--- src/cgrsc_pkg.sv ---
package cgrsc_pkg;

    localparam int AXI_AW = 8;

    // Register byte offsets.
    localparam logic [AXI_AW-1:0] OFS_CAUSE_WDT = 8'h00;
    localparam logic [AXI_AW-1:0] OFS_STANDBY = 8'h04;
    localparam logic [AXI_AW-1:0] OFS_DMA_HOLD = 8'h08;
    localparam logic [AXI_AW-1:0] OFS_TB_CLEAR = 8'h0C;
    localparam logic [AXI_AW-1:0] OFS_GEAR = 8'h10;
    localparam logic [AXI_AW-1:0] OFS_WD_SERVICE = 8'h14;

    // Field positions.
    localparam int POS_POWERON = 15;
    localparam int POS_WATCHDOG_CAUSE_FLAG = 13;
    localparam int POS_PINRST = 12;
    localparam int POS_SWRST = 11;
    localparam int POS_WDT_CYCLE = 8;
    localparam int POS_STOP = 7;
    localparam int POS_SLEEP = 6;
    localparam int POS_FLOAT = 5;
    localparam int POS_SWRST_BIT = 4;
    localparam int POS_STAB = 2;
    localparam int POS_DMA_HOLD = 8;
    localparam int POS_GEAR = 14;
    localparam int POS_DOUBLER = 13;
    localparam int POS_SRC = 8;

    // Values after reset.
    localparam logic [1:0] RST_WDT_CYCLE = 2'h0;
    localparam logic [1:0] RST_STAB = 2'h3;
    localparam logic [1:0] RST_GEAR = 2'h3;
    localparam logic RST_SRC = 1'b1;
    localparam logic RST_DOUBLER = 1'b0;
    localparam logic [3:0] RST_DMA_HOLD = 4'h0;

    // Two-byte keys.
    localparam logic [7:0] KEY_FIRST = 8'hA5;
    localparam logic [7:0] KEY_SECOND = 8'h5A;

    // Timing: exponents of the base period and timebase width.
    localparam int WD_EXP_DEFAULT = 15;
    localparam int STAB_EXP_DEFAULT = 15;
    localparam int TB_W = 23;
    localparam int RESET_HOLD_DEFAULT = 16;

    localparam logic [1:0] RESP_OKAY = 2'h0;
    localparam logic [1:0] RESP_SLVERR = 2'h2;

    typedef enum logic [3:0] {
        ST_RUN = 4'h1,
        ST_SLEEP = 4'h2,
        ST_STOP = 4'h4,
        ST_WAIT = 4'h8
    } cgrsc_state_t;

    // Reset cause bits: [3] power-on, [2] watchdog, [1] pin, [0] software.
    typedef struct packed {
        logic [3:0] cause;
        logic [1:0] wdt_cycle;
        logic float_on_stop;
        logic [1:0] stab_sel;
        logic [3:0] dma_hold;
        logic [1:0] gear;
        logic src;
        logic [1:0] gear_act;
        logic src_act;
        logic tb_armed;
        logic wd_armed;
        logic [TB_W-1:0] tb;
        logic wd_ff;
        logic osc_half;
        logic [2:0] gear_cnt;
        cgrsc_state_t state;
        logic [7:0] rst_cnt;
        logic cpu_en;
        logic per_en;
        logic osc_run;
        logic pin_float;
        logic dma_out;
        logic int_rst_n;
        logic aw_got;
        logic [AXI_AW-1:0] aw_addr;
        logic w_got;
        logic [31:0] wdata;
        logic [3:0] wstrb;
        logic awready;
        logic wready;
        logic bvalid;
        logic [1:0] bresp;
        logic arready;
        logic rvalid;
        logic [31:0] rdata;
        logic [1:0] rresp;
    } cgrsc_st_t;

endpackage

--- src/cgrsc_top.sv ---
// The register addresses and the AXI4-Lite interface to the registers were left to the implementer.
`timescale 1ns/1ps

module cgrsc_top #(
    parameter int WD_BASE_EXP = cgrsc_pkg::WD_EXP_DEFAULT,
    parameter int STAB_BASE_EXP = cgrsc_pkg::STAB_EXP_DEFAULT,
    parameter int RESET_HOLD = cgrsc_pkg::RESET_HOLD_DEFAULT
) (
    input wire logic CLK_SYS,
    input wire logic RST_N,
    input wire logic PIN_RESET_N,
    input wire logic OSC_TICK,
    input wire logic PLL_TICK,
    input wire logic WAKE_IRQ,
    input wire logic BUS_HOLD,
    input wire logic DMA_REQ_IN,
    output logic CPU_CLK_EN,
    output logic PERIPH_CLK_EN,
    output logic OSC_RUN,
    output logic PIN_FLOAT,
    output logic DMA_REQ_OUT,
    output logic INT_RESET_N,
    input wire logic [cgrsc_pkg::AXI_AW-1:0] S_AXI_AWADDR,
    input wire logic S_AXI_AWVALID,
    output logic S_AXI_AWREADY,
    input wire logic [31:0] S_AXI_WDATA,
    input wire logic [3:0] S_AXI_WSTRB,
    input wire logic S_AXI_WVALID,
    output logic S_AXI_WREADY,
    output logic [1:0] S_AXI_BRESP,
    output logic S_AXI_BVALID,
    input wire logic S_AXI_BREADY,
    input wire logic [cgrsc_pkg::AXI_AW-1:0] S_AXI_ARADDR,
    input wire logic S_AXI_ARVALID,
    output logic S_AXI_ARREADY,
    output logic [31:0] S_AXI_RDATA,
    output logic [1:0] S_AXI_RRESP,
    output logic S_AXI_RVALID,
    input wire logic S_AXI_RREADY
);
    import cgrsc_pkg::*;

    // The largest exponent used is BASE + 6, and the timebase must hold it.
    if (WD_BASE_EXP < 1 || WD_BASE_EXP + 7 > TB_W || STAB_BASE_EXP < 1 || STAB_BASE_EXP + 7 > TB_W) begin : g_bad_exp
        $error("Timebase exponents out of range.");
    end
    if (RESET_HOLD < 1 || RESET_HOLD > 255) begin : g_bad_hold
        $error("RESET_HOLD must be 1 to 255.");
    end

    localparam logic [7:0] HOLD_CNT = 8'(RESET_HOLD);

    cgrsc_st_t s;
    cgrsc_st_t n;

    logic osc_live;
    logic base;
    logic [2:0] gmask;
    logic boundary;
    logic [TB_W-1:0] wd_mask;
    logic wd_carry;
    logic stab_bit;
    logic wd_fire;
    logic sw_req;
    logic pin_rst;
    logic do_write;
    logic tb_clear;
    logic wd_service;
    logic wr_hit;
    logic rd_hit;
    logic [15:0] rd_word;
    logic [7:0] wb0;
    logic [7:0] wb1;

    function automatic logic [15:0] read_reg(input cgrsc_st_t st, input logic [AXI_AW-1:0] a, output logic hit);
        logic [15:0] v;
        v = 16'h0000;
        hit = 1'b1;
        case (a)
            OFS_CAUSE_WDT: begin
                v[POS_POWERON] = st.cause[3];
                v[POS_WATCHDOG_CAUSE_FLAG] = st.cause[2];
                v[POS_PINRST] = st.cause[1];
                v[POS_SWRST] = st.cause[0];
                v[POS_WDT_CYCLE +: 2] = st.wdt_cycle;
            end
            OFS_STANDBY: begin
                v[POS_FLOAT] = st.float_on_stop;
                v[POS_SWRST_BIT] = 1'b1;
                v[POS_STAB +: 2] = st.stab_sel;
            end
            OFS_DMA_HOLD: begin
                v[POS_DMA_HOLD +: 4] = st.dma_hold;
            end
            OFS_GEAR: begin
                v[POS_GEAR +: 2] = st.gear;
                v[POS_DOUBLER] = RST_DOUBLER;
                v[POS_SRC] = st.src;
            end
            // Key registers read as zero; software gets nothing from them.
            OFS_TB_CLEAR: v = 16'h0000;
            OFS_WD_SERVICE: v = 16'h0000;
            default: hit = 1'b0;
        endcase
        return v;
    endfunction

    always_comb begin
        n = s;
        rd_word = 16'h0000;
        rd_hit = 1'b0;
        pin_rst = ~PIN_RESET_N;
        sw_req = 1'b0;
        tb_clear = 1'b0;
        wd_service = 1'b0;
        wd_fire = 1'b0;
        wr_hit = 1'b0;
        wb0 = s.wdata[7:0];
        wb1 = s.wdata[15:8];

        // Oscillator and PLL are both halted in stop, so no base tick arrives then.
        osc_live = (s.state != ST_STOP);
        if (OSC_TICK && osc_live) begin
            n.osc_half = ~s.osc_half;
        end
        base = osc_live && (s.src_act ? (OSC_TICK && s.osc_half) : PLL_TICK);

        case (s.gear_act)
            2'h0: gmask = 3'h0;
            2'h1: gmask = 3'h1;
            2'h2: gmask = 3'h3;
            default: gmask = 3'h7;
        endcase
        boundary = base && ((s.gear_cnt & gmask) == gmask);
        if (base) begin
            n.gear_cnt = boundary ? 3'h0 : s.gear_cnt + 3'h1;
        end
        // Loading the new ratio only at the end of a CPU period avoids a short phase.
        if (boundary) begin
            n.gear_act = s.gear;
            n.src_act = s.src;
        end

        // Timebase tap for the watchdog: one carry every 2^k base periods.
        wd_mask = ~({TB_W{1'b1}} << (WD_BASE_EXP + 2 * int'(s.wdt_cycle)));
        wd_carry = base && ((s.tb & wd_mask) == wd_mask);
        stab_bit = |(s.tb & ({{(TB_W-1){1'b0}}, 1'b1} << (STAB_BASE_EXP + 2 * int'(s.stab_sel))));
        if (base) begin
            n.tb = s.tb + {{(TB_W-1){1'b0}}, 1'b1};
        end

        // Write channel: address and data are taken in either order.
        if (S_AXI_AWVALID && s.awready) begin
            n.aw_got = 1'b1;
            n.aw_addr = S_AXI_AWADDR;
        end
        if (S_AXI_WVALID && s.wready) begin
            n.w_got = 1'b1;
            n.wdata = S_AXI_WDATA;
            n.wstrb = S_AXI_WSTRB;
        end
        do_write = s.aw_got && s.w_got && !s.bvalid;
        if (do_write) begin
            wr_hit = 1'b1;
            case (s.aw_addr)
                OFS_CAUSE_WDT: begin
                    if (s.wstrb[1]) begin
                        n.wdt_cycle = wb1[POS_WDT_CYCLE-8 +: 2];
                    end
                end
                OFS_STANDBY: begin
                    if (s.wstrb[0]) begin
                        n.float_on_stop = wb0[POS_FLOAT];
                        n.stab_sel = wb0[POS_STAB +: 2];
                        if (!wb0[POS_SWRST_BIT]) begin
                            sw_req = 1'b1;
                        end else if (wb0[POS_STOP]) begin
                            n.state = ST_STOP;
                        end else if (wb0[POS_SLEEP]) begin
                            n.state = ST_SLEEP;
                        end
                    end
                end
                OFS_DMA_HOLD: begin
                    if (s.wstrb[1]) begin
                        n.dma_hold = wb1[POS_DMA_HOLD-8 +: 4];
                    end
                end
                OFS_TB_CLEAR: begin
                    if (s.wstrb[0]) begin
                        tb_clear = s.tb_armed && (wb0 == KEY_SECOND);
                        n.tb_armed = (wb0 == KEY_FIRST);
                    end
                end
                OFS_GEAR: begin
                    // The doubler status bit has no storage and so ignores writes.
                    if (s.wstrb[1]) begin
                        n.gear = wb1[POS_GEAR-8 +: 2];
                        n.src = wb1[POS_SRC-8];
                    end
                end
                OFS_WD_SERVICE: begin
                    if (s.wstrb[0]) begin
                        wd_service = s.wd_armed && (wb0 == KEY_SECOND);
                        n.wd_armed = (wb0 == KEY_FIRST);
                    end
                end
                default: wr_hit = 1'b0;
            endcase
            n.aw_got = 1'b0;
            n.w_got = 1'b0;
            n.bvalid = 1'b1;
            n.bresp = wr_hit ? RESP_OKAY : RESP_SLVERR;
        end else if (s.bvalid && S_AXI_BREADY) begin
            n.bvalid = 1'b0;
        end

        // Read channel: one read at a time.
        if (S_AXI_ARVALID && s.arready) begin
            rd_word = read_reg(s, S_AXI_ARADDR, rd_hit);
            n.rvalid = 1'b1;
            n.rdata = {16'h0000, rd_word};
            n.rresp = rd_hit ? RESP_OKAY : RESP_SLVERR;
        end else if (s.rvalid && S_AXI_RREADY) begin
            n.rvalid = 1'b0;
        end

        // Clearing the timebase restarts every count taken from it.
        if (tb_clear) begin
            n.tb = '0;
        end

        // Standby sequencing.
        case (s.state)
            ST_RUN: begin
            end
            ST_SLEEP: begin
                if (WAKE_IRQ) begin
                    n.state = ST_RUN;
                end
            end
            ST_STOP: begin
                if (WAKE_IRQ) begin
                    n.state = ST_WAIT;
                    n.tb = '0;
                end
            end
            ST_WAIT: begin
                if (stab_bit) begin
                    n.state = ST_RUN;
                end
            end
            default: n.state = ST_RUN;
        endcase

        // Watchdog: first carry arms, a second unserviced carry fires.
        if (s.state != ST_RUN || BUS_HOLD) begin
            n.wd_ff = 1'b0;
        end else begin
            if (wd_service) begin
                n.wd_ff = 1'b0;
            end
            if (wd_carry) begin
                // A service landing on the carry edge still counts, so the carry only sets the flip-flop then.
                if (s.wd_ff && !wd_service) begin
                    wd_fire = 1'b1;
                end else begin
                    n.wd_ff = 1'b1;
                end
            end
        end

        // Reset generation; pin beats watchdog, watchdog beats software.
        if (pin_rst) begin
            n.cause = 4'b0010;
        end else if (wd_fire) begin
            n.cause = 4'b0100;
        end else if (sw_req) begin
            n.cause = 4'b0001;
        end
        if (pin_rst || wd_fire || sw_req) begin
            n.rst_cnt = HOLD_CNT;
        end else if (s.rst_cnt != 8'h00) begin
            n.rst_cnt = s.rst_cnt - 8'h01;
        end
        // Stabilization select survives every reset but power-on.
        if (n.rst_cnt != 8'h00) begin
            n.wdt_cycle = RST_WDT_CYCLE;
            n.float_on_stop = 1'b0;
            n.dma_hold = RST_DMA_HOLD;
            n.gear = RST_GEAR;
            n.src = RST_SRC;
            n.gear_act = RST_GEAR;
            n.src_act = RST_SRC;
            n.gear_cnt = 3'h0;
            n.tb_armed = 1'b0;
            n.wd_armed = 1'b0;
            n.tb = '0;
            n.wd_ff = 1'b0;
            n.state = ST_RUN;
        end

        n.int_rst_n = (n.rst_cnt == 8'h00);
        n.cpu_en = boundary && (s.state == ST_RUN) && (s.rst_cnt == 8'h00);
        n.per_en = base && (s.state == ST_RUN || s.state == ST_SLEEP) && (s.rst_cnt == 8'h00);
        n.osc_run = (n.state != ST_STOP);
        n.pin_float = (n.state == ST_STOP) && n.float_on_stop;
        n.dma_out = DMA_REQ_IN && (s.dma_hold == 4'h0);
        n.awready = !n.aw_got && !n.bvalid;
        n.wready = !n.w_got && !n.bvalid;
        n.arready = !n.rvalid;
    end

    always_ff @(posedge CLK_SYS or negedge RST_N) begin
        if (!RST_N) begin
            s <= '0;
            s.cause <= 4'b1000;
            s.stab_sel <= RST_STAB;
            s.wdt_cycle <= RST_WDT_CYCLE;
            s.gear <= RST_GEAR;
            s.src <= RST_SRC;
            s.gear_act <= RST_GEAR;
            s.src_act <= RST_SRC;
            s.state <= ST_RUN;
            s.rst_cnt <= HOLD_CNT;
            s.osc_run <= 1'b1;
        end else begin
            s <= n;
        end
    end

    assign CPU_CLK_EN = s.cpu_en;
    assign PERIPH_CLK_EN = s.per_en;
    assign OSC_RUN = s.osc_run;
    assign PIN_FLOAT = s.pin_float;
    assign DMA_REQ_OUT = s.dma_out;
    assign INT_RESET_N = s.int_rst_n;
    assign S_AXI_AWREADY = s.awready;
    assign S_AXI_WREADY = s.wready;
    assign S_AXI_BRESP = s.bresp;
    assign S_AXI_BVALID = s.bvalid;
    assign S_AXI_ARREADY = s.arready;
    assign S_AXI_RDATA = s.rdata;
    assign S_AXI_RRESP = s.rresp;
    assign S_AXI_RVALID = s.rvalid;

endmodule

--- config.mk ---
export PLATFORM = sky130hd
export DESIGN_NAME = cgrsc_top
export DESIGN_NICKNAME = d
export VERILOG_FILES = /design/src/cgrsc_pkg.sv /design/src/cgrsc_top.sv
export SDC_FILE = /design/constraint.sdc
export NUM_CORES = 1
export LEC_CHECK = 0
export BUFFER_PORTS_ARGS = -buffer_cell sky130_fd_sc_hd__buf_2
export CAP_MARGIN = 5
export CORE_MARGIN = 2
export CORE_UTILIZATION = 50
export DETAILED_ROUTE_END_ITERATION = 8
export PLACE_DENSITY = 0.82
export SLEW_MARGIN = 20
export SYNTH_ARGS = -nofsm -noshare
export SYNTH_HDL_FRONTEND = slang
export SYNTH_SLANG_ARGS = --single-unit
--- constraint.sdc ---
create_clock -name CLK_SYS -period 4.6 [get_ports CLK_SYS]
set_clock_uncertainty 0.15 [all_clocks]
set_input_delay 0.69 -clock CLK_SYS [delete_from_list [all_inputs] [get_ports CLK_SYS]]
set_output_delay 0.69 -clock CLK_SYS [all_outputs]
set_load 0.005 [all_outputs]
**After elaboration in Yosys (flattened, before gate mapping)**

Cells that the tools add are included.

- $add $sub $neg: 5
- Eq/ne operators: 25
- Shift operators: 2
- Mux-type cells: 80
- Bitwise logic cells: 6
- Reductions and logical operators: 60

Operators with widths:

| cell | count |
|---|---|
| 23-bit 2-to-1 mux | 4 |
| 4-bit 2-to-1 mux | 15 |
| 23-bit bitwise AND | 2 |
| 37-bit 2-to-1 mux | 1 |
| 36-bit 2-to-1 mux | 1 |
| 1-bit 2-to-1 mux | 35 |
| 8-bit by 4-bit equality test with 1-bit output, second input constant | 4 |
| 8-bit by 5-bit equality test with 1-bit output, second input constant | 4 |
| 8-bit zero test | 4 |
| 3-bit 2-to-1 mux | 8 |
| 23-bit by 1-bit adder with 23-bit output, second input constant | 1 |
| 23-bit equality test | 1 |
| 1-bit logical AND | 23 |
| 23-bit NOT | 1 |
| 23-bit OR reduction | 1 |
| 1-bit by 5-bit left shift with 23-bit output, first input constant | 1 |
| 23-bit by 5-bit left shift with 23-bit output, first input constant | 1 |
| 2-bit nonzero test | 10 |
| 3-bit AND reduction | 6 |
| 8-bit by 3-bit equality test with 1-bit output, second input constant | 2 |
| 8-bit 2-to-1 mux | 2 |
| 4-bit case mux with 4 select lines | 1 |
| 8-bit nonzero test | 2 |
| 12-bit 2-to-1 mux | 1 |
| 28 further kinds | 47 |

- Flip-flop bits (word level): 134
- Input bits: 65
- Output and inout port bits: 47
- Logic and storage cells: 214

**Logic depth before layout (Yosys ltp)**

Gate-level depths: netlist of the first run.

- Depth after elaboration: 17
- Depth in mapped cells: 11
- Depth with buffers taken out: 9

**Worst setup path before layout of the first run**

No wires, ideal clock.

- Kind: input to register
- Start: input PLL_TICK
- End: register s[113] in the netlist's numbering
- Library setup time: 0.121 ns
- Arrival time: 2.486 ns
- Required time: 4.329 ns
- Slack: 1.843 ns
- Stages on the path: 7
- Path buffers: 1
- Path through: nor2b_1 -> o21ai_4 -> or4_2 -> o31ai_2 -> or4b_4 -> buf_2 -> nor2_1

RTL lines:

| what | line | source |
|---|---|---|
| from (decl) | cgrsc_top.sv:13 | `input wire logic PLL_TICK,` |
| to (signal assigned) | cgrsc_top.sv:328 | `s <= n;` |
| to (decl) | cgrsc_top.sv:53 | `cgrsc_st_t s;` |

==> metrics.md, run 1 <==
| Metric | Value |
|---|---|
| Mapped Area | between 5000 and 6000 µm² |
| Critical path peak fanout | 20 |
| RD Place Congestion | 0.817 |
| I/O pins | between 100 and 150 |
| Met3 global-route usage | ~3.5% |
| Met1 Use GR | between 20 and 30% |
| Tmin final | ~2.9 ns |
| Nets@finish | 652 |
| Setup tns final | 0 ns |
| DRC | 0 |
| GR Util All Layers | between 20% and 30% |
| Vias per Instance | between 5 and 6 |
| Max IR drop VDD | around 0.00022 V |
| Synth warn | 0 |
| Final antenna-violating net count | 0 |
| Ant diodes | 0 |
| Sink Count | 111 |
| Die height | roughly 110 µm |
| TritonCTS buffer count | 9 |
| Via Count | 4015 |
| Commonest cells after routing, fill and taps aside | 99 x dfrtp_1, 68 x buf_2, 65 x nor2_1 |
| Worst setup path class | reg2reg |
| Clk buf depth | 2 |
| CTS tree | yes |
| Fmax | 350 MHz |
| Max-cap violation count | 0 |
| Leakage Power | between 2 and 3 nW |
| Area after DPL | 5740 µm² |
| Tcrit/Tclk final | between 60% and 70% |
| Seq/Total Area, Yosys | around half |
| Met2 Resource Use GR | around a third |
| Power, Total | approximately 2.5 mW |
| DP Worst Slack | about 1.4 ns |
| Layout cells sized above 1 | 22.7% |
| Final WS setup | 1.74 ns |
| DRT Pass-1 Iters | 5 |
| Core Region | 10700 µm² |
| GR peak layer | met2 |
| Slew headroom | between 40% and 50% |
| Root Buffer | clkbuf_8 |
| Std-Cell Rows | 38 |
| FF+latch count, synth | between 100 and 150 |
| Die W | approximately 110 µm |
| Power Dens Cells | ~420 nW/µm² |
| Post-CTS Resized | 0 |
| Startpoint Class | register |
| Drt wl/cell | about 15 µm |
| CTS Hold Bufs | 0 |
| Post-CTS Setup Repair Bufs | 0 |
| IO buf count | a little under 70 |
| Most common cell after layout, fill and taps aside | dfrtp_1 |
| GRT Residual Overflow | 0 |
| # fillers | 924 |
| Largest net degree at the start of global routing | a little over 80 |
| Fin. Hold Viols | 0 |
| Vias in the first global route | approximately 3.9k |
| Ys async rst share | 100% |
| Global-route wire length before repair | 18700 µm |
| Multi-input logic area | 2370 µm² |
| Post-route cell area | just under 6000 µm² |
| Clk slew on worst S/H paths | between 0.1 and 0.15 ns |
| Placed wire-length estimate | between 8000 and 9000 µm |
| R2R cell count | 7 |
| Fin. max-slew vios | 0 |
| Cells after synthesis | 530 |
| Post-synth EDFFs | 0 |
| Post-Route WL | ~11000 µm |
| Worst EP required | 4.76 ns |
| Status | finished, final reports clean |
| H-tree Lvls | 3 |
| Ys flop type | dfrtp_1 |
| Worst min path class | in2async |
| Setup repair after global routing missed its margin | false |
| Initial antenna violation count | 0 |
| Reg area | ~2800 µm² |
| Synth cell types | between 60 and 70 |
| Slew @ Worst Pin | between 0.8 and 0.9 ns |
| CP arrival | 3.02 ns |
| Setup crit end kind | register |
| Syn Area/Cell | between 10 and 15 µm² |
| Synth-to-layout area growth | 8.30% |
| Setup violations, final | 0 |
| Starting Density | roughly 51% |
| Die area | between 10000 and 15000 µm² |
| Initial DRC count | between 150 and 200 |
| Clock latency on the worst-skew pair | about 0.38 ns |
layout make-up:
type,count,area share [%]
sequential,111,47.1
inverter,13,0.823
timing repair buffer,70,6.06
clock buffer,11,2.38
clock inverter,5,0.718
tap,140,2.95
multi-input combinational,377,40.0
through the flow:
step	utilization (%)	std cells	hold WS, ns
2_1_floorplan	-	551	0.244
3_3_place_gp	53.4	711	0.282
3_5_place_dp	53.4	711	0.307
4_1_cts	55.1	727	0.321
5_1_grt	55.2	727	0.244
6_report	55.2	727	0.176
per-layer routing:
metal	part of all wire, %	wire length [µm]	vias up
li1	-	-	1895
met1	44	4970	1964
met2	47	5320	137
met3	6.3	704	19
met4	2.1	234	0
met5	0	0	-
registers in the layout (all words and copies together) (netlist names):
signal / cells
S_AXI_BVALID: 1
CPU_CLK_EN: 1
PIN_FLOAT: 1
s: 86
S_AXI_AWREADY: 1
PERIPH_CLK_EN: 1
OSC_RUN: 1
S_AXI_RVALID: 1
S_AXI_RRESP: 1
S_AXI_ARREADY: 1
S_AXI_RDATA: 12
INT_RESET_N: 1
DMA_REQ_OUT: 1
S_AXI_WREADY: 1
S_AXI_BRESP: 1
path summary, 6_finish.rpt:
check                             startpoint     end  slack (ns)
min in group CLK_SYS                  s[108]  s[108]        0.33
max in group asynchronous              RST_N  s[140]        3.17
worst min-delay path                   RST_N  s[100]        0.18
worst min register to register        s[108]  s[108]        0.33
worst max-delay path            S_AXI_BVALID  s[101]        1.74
worst max register to register  S_AXI_BVALID  s[101]        1.74
logic make-up after synthesis:
logic type / share of synthesized area, %
xor+xnor: 4.32
buf+inv: 7.15
flops: 51.0
compound gates: 6.97
simple gates: 20.9
fa+ha+maj: 1.14
other cells: 0.0685
mux: 8.46
synth_stat cells (3+ instances only):
cell type,number,share of area [%]
o211ai_1,3,0.41
mux2i_1,17,3.1
xor2_1,16,2.6
and3_1,5,0.57
nor2b_1,7,0.80
nand4_1,10,1.1
nor4b_1,3,0.48
dfrtp_1,99,45
and2_1,6,0.69
nand3_1,21,1.9
ha_1,5,1.1
clkbuf_1,8,0.55
a22o_1,3,0.48
buf_2,4,0.37
nor3_1,11,1.0
o21ai_0,17,1.6
a21oi_1,14,1.3
inv_1,12,0.82
nor3b_1,5,0.69
or3_1,3,0.34
nand2_1,54,3.7
or2_2,3,0.34
xnor2_1,11,1.8
nor4_1,6,0.69
dfstp_2,12,5.8
a22oi_1,5,0.69
nor2_1,65,4.5
buf_4,36,4.9
mux2_2,24,4.9
critical path, stage by stage (launching register included):
cell and delay (ns):
dfrtp_1 0.40, and3b_1 0.50, nand3_1 0.20, nor4b_1 0.73, nor2b_1 0.28, or4_4 0.30, inv_2 0.13, o21ai_1 0.10
power breakdown:
group | total [mW] | internal (mW) | switching (mW)
Combinational | 0.596 | 0.290 | 0.306
Sequential | 1.32 | 1.15 | 0.165
Clock | 0.556 | 0.218 | 0.337
Total | 2.47 | 1.66 | 0.808
(Power assumes the default switching activity.)
==> run 2: changes to the inputs <==
Clock period 4.6 ns to 2.9 ns, I/O delays scaled along.
==> run 2 against run 1 <==
Global-route usage is 0.25 points higher. Die area stayed put. Non-clock buffer count is 13 higher. Routed wire length is 2.2% higher. Sequential power is 57% higher. Critical path depth is 1 lower. Total power is 63% higher. Combinational power is 74% higher. First-iteration DRC count is 60% higher. Cell area is 2.1% higher. Critical endpoint is now OSC_RUN.
==> metrics.md, run 2 (synthesized netlist as in run 1, its figures left out) <==
| Metric | Value |
|---|---|
| CTS tree | yes |
| Die height | 109 µm (unchanged) |
| Core Region | 10700 µm² (unchanged) |
| Post-Route WL | 11500 µm (+2.2%) |
| Setup crit end kind | register |
| Global-route wire length before repair | 18600 µm (-0.18%) |
| DRT Pass-1 Iters | 4 (-1) |
| Final antenna-violating net count | 0 (unchanged) |
| Via Count | 3983 (-0.80%) |
| Nets@finish | 665 (+2.0%) |
| Initial DRC count | 311 (+60%) |
| RD Place Congestion | 0.920 (+13%) |
| Crit path max-delay cell type | or4_4 |
| Largest stage delay, worst path | 0.59 ns (-0.14 ns) |
| Power, Total | 4.02 mW (+63%) |
| Crit path from | s[96] |
| Layout cells sized above 1 | 24.5% (+1.8 points) |
| CP arrival | 2.88 ns (-0.14 ns) |
| Slew @ Worst Pin | 0.772 ns (-0.0909 ns) |
| Max IR drop VDD | 0.000343 V (+57%) |
| Slew headroom | 48.4% (+6.5 points) |
| Std-Cell Rows | 38 (unchanged) |
| Vias in the first global route | 3964 (+1.8%) |
| Number of cells after detailed placement | 723 (+1.7%) |
| Fin. Hold Viols | 0 (unchanged) |
| Hold_sp | DMA_REQ_IN |
| Leakage Power | 2.75 nW (+3.1%) |
| Sink Count | 111 (unchanged) |
| Placed wire-length estimate | 8550 µm (+2.9%) |
| Startpoint Class | register |
| Final Non-Filler Cells | 741 (+1.9%) |
| Vias per Instance | 5.38 (-2.7%) |
| I/O pins | 112 (unchanged) |
| Synth-to-layout area growth | 10.6% |
| Max FFs per register | 86 (unchanged) |
| Clk slew on worst S/H paths | 0.11 ns (about the same) |
| Max-cap violation count | 0 (unchanged) |
| H-tree Lvls | 3 (unchanged) |
| Worst min path class | in2reg |
| Setup tns final | 0 ns (unchanged) |
| Critical path peak fanout | 20 (unchanged) |
| Worst setup path class | reg2reg |
| Power Dens Cells | 664 nW/µm² (+59%) |
| TritonCTS buffer count | 9 (unchanged) |
| Setup repair after global routing missed its margin | false |
| Crit path cell chain | nor4_1 -> nand2_1 -> nor3b_1 -> o22ai_1 -> or4_4 -> or2_1 |
| Status | finished, final reports clean |
| Tmin final | 2.71 ns (-0.153 ns) |
| Die W | 109 µm (unchanged) |
| # fillers | 950 (+2.8%) |
| Starting Density | 50.9% (unchanged) |
| Multi-input logic area | 2370 µm² (+0.21%) |
| GR Util All Layers | 20.3% (+0.25 points) |
| Origin of the critical flop-to-flop path | s[96] |
| Most common cell after layout, fill and taps aside | dfrtp_1 |
| DRC | 0 (unchanged) |
| Tcrit/Tclk final | 93.3% (+31 points) |
| Setup violations, final | 0 (unchanged) |
| Initial antenna violation count | 1 (+1) |
| Drt wl/cell | 15.5 µm (+0.25%) |
| Fmax | 369 MHz (+5.7%) |
| Die area | 11800 µm² (unchanged) |
| Reg area | 2790 µm² (unchanged) |
| GRT Residual Overflow | 0 (unchanged) |
| Largest net degree at the start of global routing | 49 (-40%) |
| IO buf count | 69 (unchanged) |
| Clock latency on the worst-skew pair | 0.40 ns (+0.02 ns) |
| Fin. max-slew vios | 0 (unchanged) |
| Worst EP required | 3.07 ns (-1.69 ns) |
| R2R cell count | 6 (-1) |
| Commonest cells after routing, fill and taps aside | 99 x dfrtp_1, 68 x buf_2, 65 x nor2_1 |
| Largest reg by FF count | s |
| WHS Path Cells | 2 |
| Clk buf depth | 2 (unchanged) |
| Root Buffer | clkbuf_8 |
## run 2: cell count changes in the layout (fill, tap and decap cells not counted), sizes merged
cell,delta
buf,+12
inv,+3
clkbuf,-2
clkinvlp,-1
diode,+1
dlygate4sd3,+1
## run 2: final timing paths
kind	end	slack [ns]
worst max-delay path	OSC_RUN	0.19
worst min-delay path	DMA_REQ_OUT	0.09
worst max register to register	OSC_RUN	0.19
worst min register to register	s[153]	0.31
max in group asynchronous	OSC_RUN	1.42
min in group asynchronous	s[151]	0.39
## run 2: metal layers
metal / vias up / wire length, µm / track usage [%]
met3: 23 / 599 / 2.69
met5: - / 0 / 0
li1: 1904 / - / -
met2: 120 / 5520 / 32.6
met1: 1936 / 5080 / 26.9
met4: 0 / 279 / 10.9
## run 2: where the power goes
group / internal [mW] / total [mW] / switching [mW]
clock: 0.340 / 0.917 / 0.577
sequential: 1.83 / 2.07 / 0.239
combinational: 0.509 / 1.04 / 0.526
## run 2: worst max-delay path: cells and delay by family (launching register included)
family	cells	cell delay, ns
AND/OR/NAND/NOR	5	1.85
AO/OA/AOI/OAI	1	0.19
flip-flops	1	0.45
## run 2: layout make-up
class,instances,share of cell area [%]
inverters,13,0.806
multi-input cells,377,39.2
diodes,1,0.0413
clock buffers,9,2.05
flip-flops and latches,111,46.1
clock inverters,7,1.16
well taps,140,2.89
repair buffers,83,7.73
## run 2: timing repair
action	4_1_cts	5_1_grt
setup buffers	0	0
endpoints found under the setup margin	0	16
hold buffers	1	0
gates resized for setup	0	1
hold endpoints to repair	29	0
## run 2: through the flow
step           hold WS (ns)  utilization, %  instance area [µm²]  worst slack (ns)
6_report             0.0933            56.3                 6050             0.193
3_5_place_dp          0.279            54.4                 5840             0.168
5_1_grt              0.0951            56.3                 6050           0.00666
2_1_floorplan       -0.0106               -                 5550             0.383
3_3_place_gp          0.268            54.4                 5840             0.211
4_1_cts              0.0855            56.3                 6050             0.197
